===== src/logic/mubs_pkg.sv =====
// package: utility bus slave constants and states
package mubs_pkg;
  localparam int unsigned MUBS_DATA_W = 8;
  localparam int unsigned MUBS_SYNC_STAGES = 2;
  localparam logic [7:0] MUBS_ADDR_RST = 8'h00;
  localparam logic [7:0] MUBS_DATA_RST = 8'h00;
  typedef enum logic [1:0] {
    MUBS_IDLE = 2'b00,
    MUBS_READ = 2'b01,
    MUBS_WRITE = 2'b10
  } mubs_state_e;
endpackage


===== src/logic/mubs_slave.sv =====
// module: muxed address/data utility bus slave
// Summary of operation
// - falling latch strobe captures address
// - drive read data only during reads
// - write data taken at write end
// - fetch and store strobes act only with select asserted; latch strobe captures address regardless of select
// - select may stay asserted permanently
// - write sampled when store or select rises
// - async active-low reset clears control logic
`timescale 1ns/1ps
`default_nettype none
module mubs_slave #(
  parameter int unsigned DATA_W = mubs_pkg::MUBS_DATA_W
) (
  input wire logic clk,
  input wire logic rst_b,
  input wire logic [DATA_W-1:0] bus_in,
  output logic [DATA_W-1:0] bus_out,
  output logic bus_oe_b,
  input wire logic latch_strobe,
  input wire logic device_select_b,
  input wire logic fetch_strobe_b,
  input wire logic store_strobe_b,
  output logic [DATA_W-1:0] reg_addr,
  output logic reg_rd_pulse,
  input wire logic [DATA_W-1:0] reg_rd_data,
  output logic reg_wr_pulse,
  output logic [DATA_W-1:0] reg_wr_data
);
  // reset release through two flops
  logic rst_meta;
  logic rst_sync_b;
  always_ff @(posedge clk or negedge rst_b) begin
    if (!rst_b) begin
      rst_meta <= 1'b0;
      rst_sync_b <= 1'b0;
    end else begin
      rst_meta <= 1'b1;
      rst_sync_b <= rst_meta;
    end
  end

  // strobes: {latch, select_b, fetch_b, store_b}
  logic [3:0] strb_s;
  mubs_sync #(.WIDTH(4), .RST_VAL(4'h7)) u_sync (
    .clk(clk),
    .rst_b(rst_sync_b),
    .async_in({latch_strobe, device_select_b, fetch_strobe_b,
      store_strobe_b}),
    .sync_out(strb_s)
  );
  // data lines pass a further stage so they lag the strobes
  logic [DATA_W-1:0] bus_d1;
  logic [DATA_W-1:0] bus_d2;
  logic [DATA_W-1:0] bus_d3;
  logic [3:0] strb_q;
  always_ff @(posedge clk or negedge rst_sync_b) begin
    if (!rst_sync_b) begin
      bus_d1 <= '0;
      bus_d2 <= '0;
      bus_d3 <= '0;
      strb_q <= 4'h7;
    end else begin
      bus_d1 <= bus_in;
      bus_d2 <= bus_d1;
      bus_d3 <= bus_d2;
      strb_q <= strb_s;
    end
  end

  wire latch_fall = strb_q[3] & ~strb_s[3];
  wire sel = ~strb_s[2];
  wire rd_act = sel & ~strb_s[1] & strb_s[0] & ~strb_s[3];
  wire wr_act = sel & ~strb_s[0] & strb_s[1] & ~strb_s[3];

  mubs_pkg::mubs_state_e state;
  mubs_pkg::mubs_state_e next_state;
  logic wr_done;
  always_comb begin
    next_state = state;
    wr_done = 1'b0;
    case (state)
      mubs_pkg::MUBS_IDLE: begin
        if (rd_act) begin
          next_state = mubs_pkg::MUBS_READ;
        end else if (wr_act) begin
          next_state = mubs_pkg::MUBS_WRITE;
        end
      end
      mubs_pkg::MUBS_READ: begin
        if (!rd_act) begin
          next_state = mubs_pkg::MUBS_IDLE;
        end
      end
      mubs_pkg::MUBS_WRITE: begin
        if (!wr_act) begin
          next_state = mubs_pkg::MUBS_IDLE;
          wr_done = 1'b1;
        end
      end
      default: next_state = mubs_pkg::MUBS_IDLE;
    endcase
  end

  wire rd_start = (state == mubs_pkg::MUBS_IDLE) & rd_act;
  wire drive = (next_state == mubs_pkg::MUBS_READ);

  always_ff @(posedge clk or negedge rst_sync_b) begin
    if (!rst_sync_b) begin
      state <= mubs_pkg::MUBS_IDLE;
      reg_addr <= mubs_pkg::MUBS_ADDR_RST;
      reg_rd_pulse <= 1'b0;
      reg_wr_pulse <= 1'b0;
      reg_wr_data <= mubs_pkg::MUBS_DATA_RST;
      bus_out <= mubs_pkg::MUBS_DATA_RST;
      bus_oe_b <= 1'b1;
    end else begin
      state <= next_state;
      reg_rd_pulse <= rd_start;
      reg_wr_pulse <= wr_done;
      bus_oe_b <= ~drive;
      if (latch_fall) begin
        reg_addr <= bus_d3;
      end
      if (wr_done) begin
        reg_wr_data <= bus_d3;
      end
      if (drive) begin
        bus_out <= reg_rd_data;
      end
    end
  end
endmodule // mubs_slave
`default_nettype wire


===== src/logic/mubs_sync.sv =====
// module: per-bit two-flop synchroniser
`timescale 1ns/1ps
`default_nettype none
module mubs_sync #(
  parameter int unsigned WIDTH = 4,
  parameter logic [WIDTH-1:0] RST_VAL = '0
) (
  input wire logic clk,
  input wire logic rst_b,
  input wire logic [WIDTH-1:0] async_in,
  output logic [WIDTH-1:0] sync_out
);
  genvar i;
  generate
    for (i = 0; i < WIDTH; i++) begin : g_bit
      logic meta;
      always_ff @(posedge clk or negedge rst_b) begin
        if (!rst_b) begin
          meta <= RST_VAL[i];
          sync_out[i] <= RST_VAL[i];
        end else begin
          meta <= async_in[i];
          sync_out[i] <= meta;
        end
      end
    end
  endgenerate
endmodule // mubs_sync
`default_nettype wire


===== config.mk =====
export PLATFORM = sky130hd
export DESIGN_NAME = mubs_slave
export DESIGN_NICKNAME = d
export VERILOG_FILES = /design/src/logic/mubs_pkg.sv /design/src/logic/mubs_slave.sv /design/src/logic/mubs_sync.sv
export SDC_FILE = /design/constraint.sdc
export NUM_CORES = 1
export LEC_CHECK = 0
export ABC_CLOCK_PERIOD_IN_PS = 4630
export BUFFER_PORTS_ARGS = -buffer_cell sky130_fd_sc_hd__buf_2
export CORE_ASPECT_RATIO = 0.5
export CORE_MARGIN = 4
export CORE_UTILIZATION = 50
export DETAILED_ROUTE_END_ITERATION = 16
export PLACE_DENSITY = 0.85
export SYNTH_ARGS = -nofsm -noshare
export SYNTH_HDL_FRONTEND = slang
export SYNTH_SLANG_ARGS = --single-unit

===== constraint.sdc =====
create_clock -name clk -period 4.63 [get_ports clk]
set_input_delay 0.2315 -clock clk [delete_from_list [all_inputs] [get_ports clk]]
set_output_delay 0.2315 -clock clk [all_outputs]
set_load 0.03 [all_outputs]

==> results.ini, run 1 <==
[yosys]
seq_area_frac_synth_pct=80.4
synth-edff-count=0
syn_area_per_cell_um2=19.8
synth_cell_types=15
ys_seq_elements=64
yosys.area.top_type=dfrtp_1
async_reset_ff_share_pct=100
syn-num-nets=123
synth.most_common_cell=dfrtp_1
netlist_instances=101
synth_area_mm2=0.00200
synthTopCellsByCount=dfrtp_1, mux2_2, mux2_4
yosys-top-cells-area=dfrtp_1, dfstp_2, mux2_2
synth_top_area_share_pct=71.2
synthFlopType=dfrtp_1
yosysWarnings=0

[setup_path]
critPathArrivalTime_ns=1.85
crit_required_ns=4.84
reg2reg_to=reg_wr_data[7]$_DFFE_PN0P_
path_max_fanout=9
worstSetupPathType=reg2reg
r2r_slack_ns=2.99
critical_path.endpoint_type=flip-flop
reg2reg_depth=3
cp-start-kind=flip-flop
r2r_start=u_sync.sync_out[0]$_DFF_PN1_

[power]
internal_power_mw=1.03
power.total_mw=1.39
p_seq_share_pct=47.0
powerDensity_mw_per_mm2=527
cellLeakagePower_nw=1.26
p_comb_share_pct=16.2
p_sw_share_pct=26.3
power_frac_clock_pct=36.9
ir_drop_mv=0.380
power.switching_mw=0.366

[floorplanning]
die_x_um=97.5
initial_core_util_pct=55.0
std_cell_rows=15
core-area_mm2=0.00364
die_area_mm2=0.00514
chipHeight_um=52.7
io_pins=49

[worst_hold_path]
holdCritStartpoint=bus_in[1]
hp-class=in2reg
hold-path-cell-count=1
holdPathEnd=bus_d1[1]$_DFF_PN0_

[placement]
placed_cell_area_mm2=0.00230
hpwl_mm=2.29
portBuffers=48
gp_congestion=0.730
place_inst=199
dp_worst_setup_slack_ns=2.98

[cts]
worstSkewPairLatency_ns=0.33
clock_sinks=64
tritoncts=done
clockBufferDepth=2
cts_resized=0
root_buffer=clkbuf_8
h-tree-depth=3
cts_buffers=9
clk_pin_slew_ns=0.06

[grt]
track_usage_pct=15.4
grt_pass1_wl_mm=5.69
antenna_found_initial=0
grt_overflow_total=0
grt_max_degree=58
grt_pass1_vias=1226

[finish]
area_growth_pct=31.9
final_nets=193
fin_area_mm2=0.00264
n_fill_cell=231
finalNonFillerCells=227
drive_gt1_share_pct=56.3
antenna_cells=0

[detailed_routing]
dr.first_iter.drc_count=65
dr.pass1.iters=4
vias_per_cell=4.66
via_count=1057
antenna_left=0
finalWirelength_mm=3.44
wl_per_cell_um=15.2
drc_errors=0

[sta]
setup_tns_ns=0
finalCritPeriodShare_pct=35.3
hold_violations=0
relSlewSlack_pct=49.3
fmax_mhz=611
layout_setup_ws_ns=2.99
period_minus_slack_ns=1.64
worst_pin_slew_ns=0.759
fin_skew_ns=0.0105
setup_viol=0
rsz0062_at_grt=no
maxSlewViolCount=0

[status]
outcome=complete, no violations

[job]
cap_violations=0

-- critical path, cell delays in order (launching register included) --
cell      delay (ns)
dfstp_2         0.55
nand2b_4        0.13
o311a_1         0.50
mux2_4          0.35
-- layout make-up --
type                            instances  area (um2)  area share [%]
Tap cell                               51        63.8            2.42
Clock inverter                          5        80.1            3.03
Multi-Input combinational cell         33         368            13.9
Inverter                                2        7.51           0.284
Sequential cell                        64        1610            61.0
Timing Repair Buffer                   61         368            13.9
Clock buffer                           11         141            5.36
-- metal layers --
| layer | global-route usage (%) | vias to the layer above | wire [um] |
|---|---|---|---|
| li1 | - | 481 | - |
| met1 | 15.0 | 535 | 1330 |
| met2 | 28.3 | 33 | 1860 |
| met3 | 6.77 | 8 | 177 |
| met4 | 8.28 | 0 | 69 |
| met5 | 0 | - | 0 |
-- per-stage QoR --
| step | hold WS (ns) | util, % |
|---|---|---|
| after floorplan | -0.0641 | - |
| after global placement | 0.0160 | 63.1 |
| after detailed placement | 0.0203 | 63.1 |
| after CTS | 0.00162 | 72.0 |
| after global routing | 0.000135 | 72.5 |
| final | 0.0185 | 72.5 |
-- power groups by stage --
stage                     logic, mW  clock network (mW)  registers [mW]
after floorplan              0.0544                   0           0.754
after global placement        0.213                   0           0.659
after detailed placement      0.220                   0           0.662
after CTS                     0.227               0.527           0.654
after global routing          0.237               0.559           0.661
final                         0.225               0.513           0.654
-- state kept, by name (all words and copies together), names as in the netlist --
register,flops
reg_addr,8
reg_wr_data,8
reg_wr_pulse,1
bus_oe_b,1
u_sync.g_bit.meta,4
u_sync.sync_out,4
bus_out,8
reg_rd_pulse,1
strb_q,1
bus_d1,8
bus_d3,8
bus_d2,8
state,2
rst_meta,1
rst_sync_b,1
-- cell families after synthesis --
| kind of cell | after synthesis | share of synthesized area, % |
|---|---|---|
| AOI/OAI and AO/OA | 1 | 0.500 |
| other | 1 | 0.187 |
| buffers and inverters | 4 | 1.19 |
| muxes | 24 | 15.0 |
| and+or+nand+nor | 7 | 2.69 |
| DFF | 64 | 80.4 |
-- repair_timing --
| item | in CTS | in global routing |
|---|---|---|
| endpoints found under the hold margin | 11 | 2 |
| hold buffers | 10 | 2 |
| buffers inserted | 0 | 0 |
| endpoints found under the setup margin | 0 | 0 |
-- worst max-delay path by stage --
stage / start / endpoint
global placement: u_sync.sync_out[0]$_DFF_PN1_ / reg_wr_data[6]$_DFFE_PN0P_
finish: u_sync.sync_out[0]$_DFF_PN1_ / reg_wr_data[7]$_DFFE_PN0P_
CTS: u_sync.sync_out[0]$_DFF_PN1_ / reg_wr_data[7]$_DFFE_PN0P_
global route: u_sync.sync_out[0]$_DFF_PN1_ / reg_wr_data[6]$_DFFE_PN0P_
floorplan: rst_sync_b$_DFF_PN0_ / bus_d1[0]$_DFF_PN0_
detailed placement: u_sync.sync_out[0]$_DFF_PN1_ / reg_wr_data[2]$_DFFE_PN0P_
-- cells in the final DEF, fill, tap and decap left out, types with 2 or more instances in the layout --
cell	count
dfstp_2	7
dlygate4sd3_1	12
buf_2	48
dfrtp_1	56
mux2_4	8
mux2_2	16
nor2_1	2
inv_1	2
bufinv_16	2
clkinvlp_4	2
clkbuf_8	10
No activity file was read; power rests on OpenSTA's default activity.
==> inputs of run 2 (changes only) <==
--- a/config.mk
+++ b/config.mk
@@ -5,7 +5,7 @@
 export SDC_FILE = /design/constraint.sdc
 export NUM_CORES = 1
 export LEC_CHECK = 0
-export ABC_CLOCK_PERIOD_IN_PS = 4630
+export ABC_CLOCK_PERIOD_IN_PS = 1600
 export BUFFER_PORTS_ARGS = -buffer_cell sky130_fd_sc_hd__buf_2
 export CORE_ASPECT_RATIO = 0.5
 export CORE_MARGIN = 4
==> constraint.sdc (replaced) <==
create_clock -name clk -period 1.6 [get_ports clk]
set_input_delay 0.08 -clock clk [delete_from_list [all_inputs] [get_ports clk]]
set_output_delay 0.08 -clock clk [all_outputs]
set_load 0.03 [all_outputs]
==> run 2 against run 1 <==
  * Clock skew decreased by 0.0044 ns
  * Count of clock-buffer cells in the layout decreased by 1
  * Critical path type unchanged
  * Critical path depth unchanged
  * Combinational power increased to 3.0 times the previous value
  * Global-route usage increased by 2.0 points
  * Die area unchanged
  * Largest power group unchanged
  * Sequential power increased to 2.9 times the previous value
  * Hold slack improved by 0.047 ns
  * Register-to-register slack got worse by 3.0 ns
==> results.ini, run 2 (synthesis gave the netlist of run 1 again) <==
[placement]
dp_worst_setup_slack_ns=-0.0859  ; -3.06 ns
placed_cell_area_mm2=0.00232  ; +0.87%
place_inst=200  ; +0.50%
hpwl_mm=2.29  ; -0.13%
portBuffers=48  ; unchanged
gp_congestion=0.642  ; -12%

[finish]
fin_area_mm2=0.00272  ; +2.9%
area_growth_pct=35.8
n_fill_cell=227  ; -1.7%
final_nets=203  ; +5.2%
drive_gt1_share_pct=54.3  ; -1.9 points
layout_common_cells=dfrtp_1, buf_2, dlygate4sd3_1
antenna_cells=0  ; unchanged
final_util_pct=74.6  ; +2.1 points
mostFrequentLayoutCell=dfrtp_1
finalNonFillerCells=237  ; +4.4%

[cts]
clk_pin_slew_ns=0.07  ; about the same
root_buffer=clkbuf_8
tritoncts=done
clock_sinks=64  ; unchanged
worstSkewPairLatency_ns=0.32  ; about the same
h-tree-depth=3  ; unchanged
postCtsSetupBuffers=0  ; unchanged
cts_buffers=9  ; unchanged
clockBufferDepth=2  ; unchanged

[detailed_routing]
wl_per_cell_um=15.5  ; +1.9%
dr.pass1.iters=3  ; -1
via_count=1102  ; +4.3%
antenna_left=0  ; unchanged
vias_per_cell=4.65  ; -0.14%
dr.first_iter.drc_count=51  ; -22%
drc_errors=0  ; unchanged
finalWirelength_mm=3.66  ; +6.4%

[sta]
layout_setup_ws_ns=0.0403  ; -2.95 ns
finalCritPeriodShare_pct=97.5  ; +62 points
maxSlewViolCount=0  ; unchanged
rsz0062_at_grt=no
setup_viol=0  ; unchanged
fin_skew_ns=0.00610  ; -0.00443 ns
period_minus_slack_ns=1.56  ; -0.0766 ns
hold_violations=0  ; unchanged
fmax_mhz=641  ; +4.9%

[floorplanning]
io_pins=49  ; unchanged
initial_core_util_pct=55.0  ; unchanged
std_cell_rows=15  ; unchanged
core-area_mm2=0.00364  ; unchanged
chipHeight_um=52.7  ; unchanged
die_x_um=97.5  ; unchanged
die_area_mm2=0.00514  ; unchanged

[setup_path]
crit_required_ns=1.81  ; -3.03 ns
worstSetupPathType=reg2reg
max_stage_delay_ns=0.57  ; +0.02 ns
critical_path.endpoint_type=flip-flop
critPathBufInv=0  ; unchanged
path_cells=nand2b_4 -> o311a_2 -> mux2_4
path_max_fanout=9  ; unchanged
critPathArrivalTime_ns=1.76  ; -0.09 ns
cp-start-kind=flip-flop
cp_top_family=flip-flops
cp_slowest_cell=dfstp_2

[power]
ir_drop_mv=0.789  ; +110%
powerDensity_mw_per_mm2=1410  ; +170%
cellLeakagePower_nw=1.29  ; +2.6%

[status]
outcome=complete, no violations

[grt]
grt_max_degree=58  ; unchanged
antenna_found_initial=0  ; unchanged
track_usage_pct=17.4  ; +2.0 points
grt_pass1_vias=1311  ; +6.9%
grt_pass1_wl_mm=6.46  ; +14%
grt_overflow_total=0  ; unchanged

[job]
cap_violations=0  ; unchanged

[worst_hold_path]
hp-class=in2async

[run 2: through the flow]
step / setup TNS [ns] / hold WS, ns / power, mW
final: 0 / 0.0651 / 3.84
after global routing: 0 / 0.0568 / 4.04
after CTS: 0 / 0.0495 / 3.89
after detailed placement: -0.670 / -0.129 / 2.55
after global placement: -0.0507 / -0.136 / 2.53
after floorplan: 0 / -0.216 / 2.34
[run 2: path summary, 6_finish.rpt]
check | startpoint | slack, ns | cells past startpoint | to
hold reg to reg | rst_sync_b$_DFF_PN0_ | 0.10 | 0 | bus_out[1]$_DFFE_PN0N_
setup / recovery | u_sync.sync_out[1]$_DFF_PN1_ | 0.04 | 3 | reg_wr_data[5]$_DFFE_PN0P_
min in group clk | bus_d2[4]$_DFF_PN0_ | 0.35 | 0 | bus_d3[4]$_DFF_PN0_
hold / removal | rst_b | 0.07 | 2 | rst_sync_b$_DFF_PN0_
setup reg to reg | u_sync.sync_out[1]$_DFF_PN1_ | 0.04 | 3 | reg_wr_data[5]$_DFFE_PN0P_
max in group asynchronous | rst_sync_b$_DFF_PN0_ | 0.93 | 1 | u_sync.g_bit[1].meta$_DFF_PN1_
[run 2: worst register-to-register path, stage by stage (launching register included)]
cell and delay (ns):
dfstp_2 0.57, nand2b_4 0.06, o311a_2 0.47, mux2_4 0.34
[run 2: final cells by class]
type | instances | area (um2) | area share, %
Clock inverter | 6 | 60.1 | 2.21
Tap cell | 51 | 63.8 | 2.35
Multi-Input combinational cell | 33 | 369 | 13.6
Timing Repair Buffer | 71 | 478 | 17.6
Sequential cell | 64 | 1610 | 59.3
Clock buffer | 10 | 128 | 4.70
Inverter | 2 | 7.51 | 0.276
[run 2: per-layer routing]
layer	vias up	share of wire [%]	global-route usage, %
met3	7	4.8	8.50
met1	568	39	18.2
met4	0	1.0	6.21
met5	-	0	0
met2	33	55	31.2
li1	494	-	-
[run 2: power breakdown]
group	internal, mW	total, mW	leakage [nW]	switching (mW)
sequential	1.80	1.89	0.749	0.0896
clock	0.710	1.28	0.0920	0.570
combinational	0.272	0.675	0.451	0.403
[run 2: what timing repair did]
item	in CTS	in global routing
resized for setup	1	0
endpoints found under the setup margin	8	0
hold buffers	21	0
endpoints found under the hold margin	22	0
==> inputs of run 3 (changes only) <==
--- a/config.mk
+++ b/config.mk
@@ -6,12 +6,12 @@
 export NUM_CORES = 1
 export LEC_CHECK = 0
 export ABC_CLOCK_PERIOD_IN_PS = 1600
-export BUFFER_PORTS_ARGS = -buffer_cell sky130_fd_sc_hd__buf_2
+export BUFFER_PORTS_ARGS = -buffer_cell sky130_fd_sc_hd__clkbuf_2
 export CORE_ASPECT_RATIO = 0.5
 export CORE_MARGIN = 4
-export CORE_UTILIZATION = 50
+export CORE_UTILIZATION = 45
 export DETAILED_ROUTE_END_ITERATION = 16
-export PLACE_DENSITY = 0.85
+export PLACE_DENSITY = 0.79
 export SYNTH_ARGS = -nofsm -noshare
 export SYNTH_HDL_FRONTEND = slang
 export SYNTH_SLANG_ARGS = --single-unit
==> run 3 against run 2 <==
  * Hold slack improved by 0.0074 ns
  * Global-route usage down 3.0 points
  * Clock power grew 12%
  * Combinational power is 1% lower
  * Critical path type unchanged
  * Highest routed layer unchanged
==> results.ini, run 3 (synthesis gave the netlist of run 1 again) <==
[sta]
holdWs_ns=0.0726  ; +0.00741 ns
fmax_mhz=643  ; +0.32%
hold_violations=0  ; unchanged
setup_viol=0  ; unchanged
fin_skew_ns=0.00612  ; +0.0000158 ns
period_minus_slack_ns=1.55  ; -0.00496 ns
rsz0062_at_grt=no
finalCritPeriodShare_pct=97.2  ; -0.31 points
maxSlewViolCount=0  ; unchanged

[setup_path]
critical_path.endpoint_type=flip-flop
worstSetupPathType=reg2reg
critPathBufInv=0  ; unchanged
reg2reg_depth=3  ; unchanged
r2r_slack_ns=0.05  ; about the same
cp-startpoint=u_sync.sync_out[1]$_DFF_PN1_
path_max_fanout=9  ; unchanged
critPathArrivalTime_ns=1.76  ; about the same
cp_top_family=flip-flops
max_stage_delay_ns=0.57  ; about the same
cp-start-kind=flip-flop
r2r_start=u_sync.sync_out[1]$_DFF_PN1_
crit_required_ns=1.81  ; about the same
path_cells=nand2b_4 -> o311a_2 -> mux2_4
cp_slowest_cell=dfstp_2
reg2reg_to=reg_wr_data[0]$_DFFE_PN0P_

[power]
powerDensity_mw_per_mm2=1460  ; +2.9%
power.switching_mw=1.04  ; -1.7%
p_seq_share_pct=47.3  ; -1.8 points
internal_power_mw=2.95  ; +6.2%
power.total_mw=4.00  ; +4.0%
p_sw_share_pct=26.1  ; -1.5 points
p_comb_share_pct=16.7  ; -0.9 points
cellLeakagePower_nw=1.32  ; +2.2%
ir_drop_mv=0.905  ; +15%
power_frac_clock_pct=36.0  ; +2.7 points

[finish]
seqCellArea_mm2=0.00161  ; unchanged
antenna_cells=0  ; unchanged
n_fill_cell=285  ; +26%
final_util_pct=67.2  ; -7.4 points
layout_common_cells=dfrtp_1, clkbuf_2, dlygate4sd3_1
multi_input_comb_area_um2=369  ; unchanged
final_nets=204  ; +0.49%
drive_gt1_share_pct=54.5  ; +0.24 points
area_growth_pct=37.2
mostFrequentLayoutCell=dfrtp_1

[detailed_routing]
finalWirelength_mm=3.48  ; -5.1%
dr.pass1.iters=4  ; +1
dr.first_iter.drc_count=27  ; -47%
wl_per_cell_um=14.4  ; -6.6%
vias_per_cell=4.57  ; -1.7%
via_count=1102  ; unchanged
antenna_left=0  ; unchanged
drc_errors=0  ; unchanged

[grt]
grt_overflow_total=0  ; unchanged
grt_pass1_vias=1207  ; -7.9%
grt_pass1_wl_mm=5.71  ; -12%
antenna_found_initial=0  ; unchanged
grt_max_degree=34  ; -41%
track_usage_pct=14.4  ; -3.0 points

[cts]
postCtsSetupBuffers=0  ; unchanged
cts_buffers=9  ; unchanged
clockBufferDepth=2  ; unchanged
tritoncts=done
worstSkewPairLatency_ns=0.33  ; about the same
root_buffer=clkbuf_8
clk_pin_slew_ns=0.06  ; about the same
clock_sinks=64  ; unchanged
h-tree-depth=3  ; unchanged

[floorplanning]
io_pins=49  ; unchanged
initial_core_util_pct=49.0  ; -6.0 points
chipHeight_um=55.2  ; +4.6%
core-area_mm2=0.00408  ; +12%
die_x_um=102  ; +5.0%
std_cell_rows=16  ; +1
die_area_mm2=0.00564  ; +9.8%

[job]
cap_violations=0  ; unchanged

[placement]
hpwl_mm=2.18  ; -4.8%
portBuffers=48  ; unchanged
gp_congestion=0.736  ; +15%

[status]
outcome=complete, no violations

[worst_hold_path]
hp-class=in2async

## run 3: changes by cell type in the layout (fill, tap and decap cells not counted), moves of 2 or more
cell / before / now
buf_2: 48 / 0
clkinv_2: 3 / 1
clkbuf_8: 9 / 13
clkbuf_2: 0 / 48
buf_4: 1 / 3
clkinvlp_4: 2 / 0
## run 3: worst max-delay path by stage
stage	endpoint	slack (ns)	depth (start not counted)
after floorplan	reg_wr_data[0]$_DFFE_PN0P_	0.17	4
after CTS	reg_wr_data[7]$_DFFE_PN0P_	0.04	3
final	reg_wr_data[0]$_DFFE_PN0P_	0.05	3
after global routing	reg_wr_data[0]$_DFFE_PN0P_	0.01	3
after detailed placement	reg_wr_data[4]$_DFFE_PN0P_	-0.06	3
after global placement	reg_wr_data[7]$_DFFE_PN0P_	-0.02	3
## run 3: cell type report
class / count / share of cell area (%)
clock buffers: 14 / 6.65
clock inverters: 2 / 1.28
inverters: 2 / 0.273
multi-input cells: 33 / 13.4
flip-flops and latches: 64 / 58.7
well taps: 54 / 2.46
repair buffers: 72 / 17.2
## run 3: metal layers
layer  wire length [um]  global-route usage [%]  up-vias
met4                 68                    9.15        0
met2               1920                    26.3       35
met5                  0                       0        -
met3                194                    5.88        9
li1                   -                       -      496
met1               1290                    14.1      562
## run 3: worst register-to-register path, cell delays in order (launching register included)
cell	delay, ns
dfstp_2	0.57
nand2b_4	0.06
o311a_2	0.47
mux2_4	0.34
## run 3: power by group through the flow
stage / clock, mW / sequential (mW) / combinational (mW)
finish: 1.44 / 1.89 / 0.667
global route: 1.55 / 1.91 / 0.710
CTS: 1.47 / 1.89 / 0.678
detailed placement: 0 / 1.92 / 0.636
global placement: 0 / 1.91 / 0.619
floorplan: 0 / 2.18 / 0.157
## run 3: stage by stage
stage               area [um2]  TNS [ns]  worst slack (ns)  cells
finish                    2750         0            0.0452    241
global route              2750         0            0.0146    241
CTS                       2750         0            0.0443    241
detailed placement        2320    -0.440           -0.0609    204
global placement          2320    -0.131           -0.0168    204
floorplan                 2000         0             0.173    101
## run 3: timing repair
action / in CTS / in global routing
hold buffers: 21 / 0
endpoints found under the hold margin: 22 / 0
resized for setup: 1 / 0
setup endpoints to repair: 8 / 0
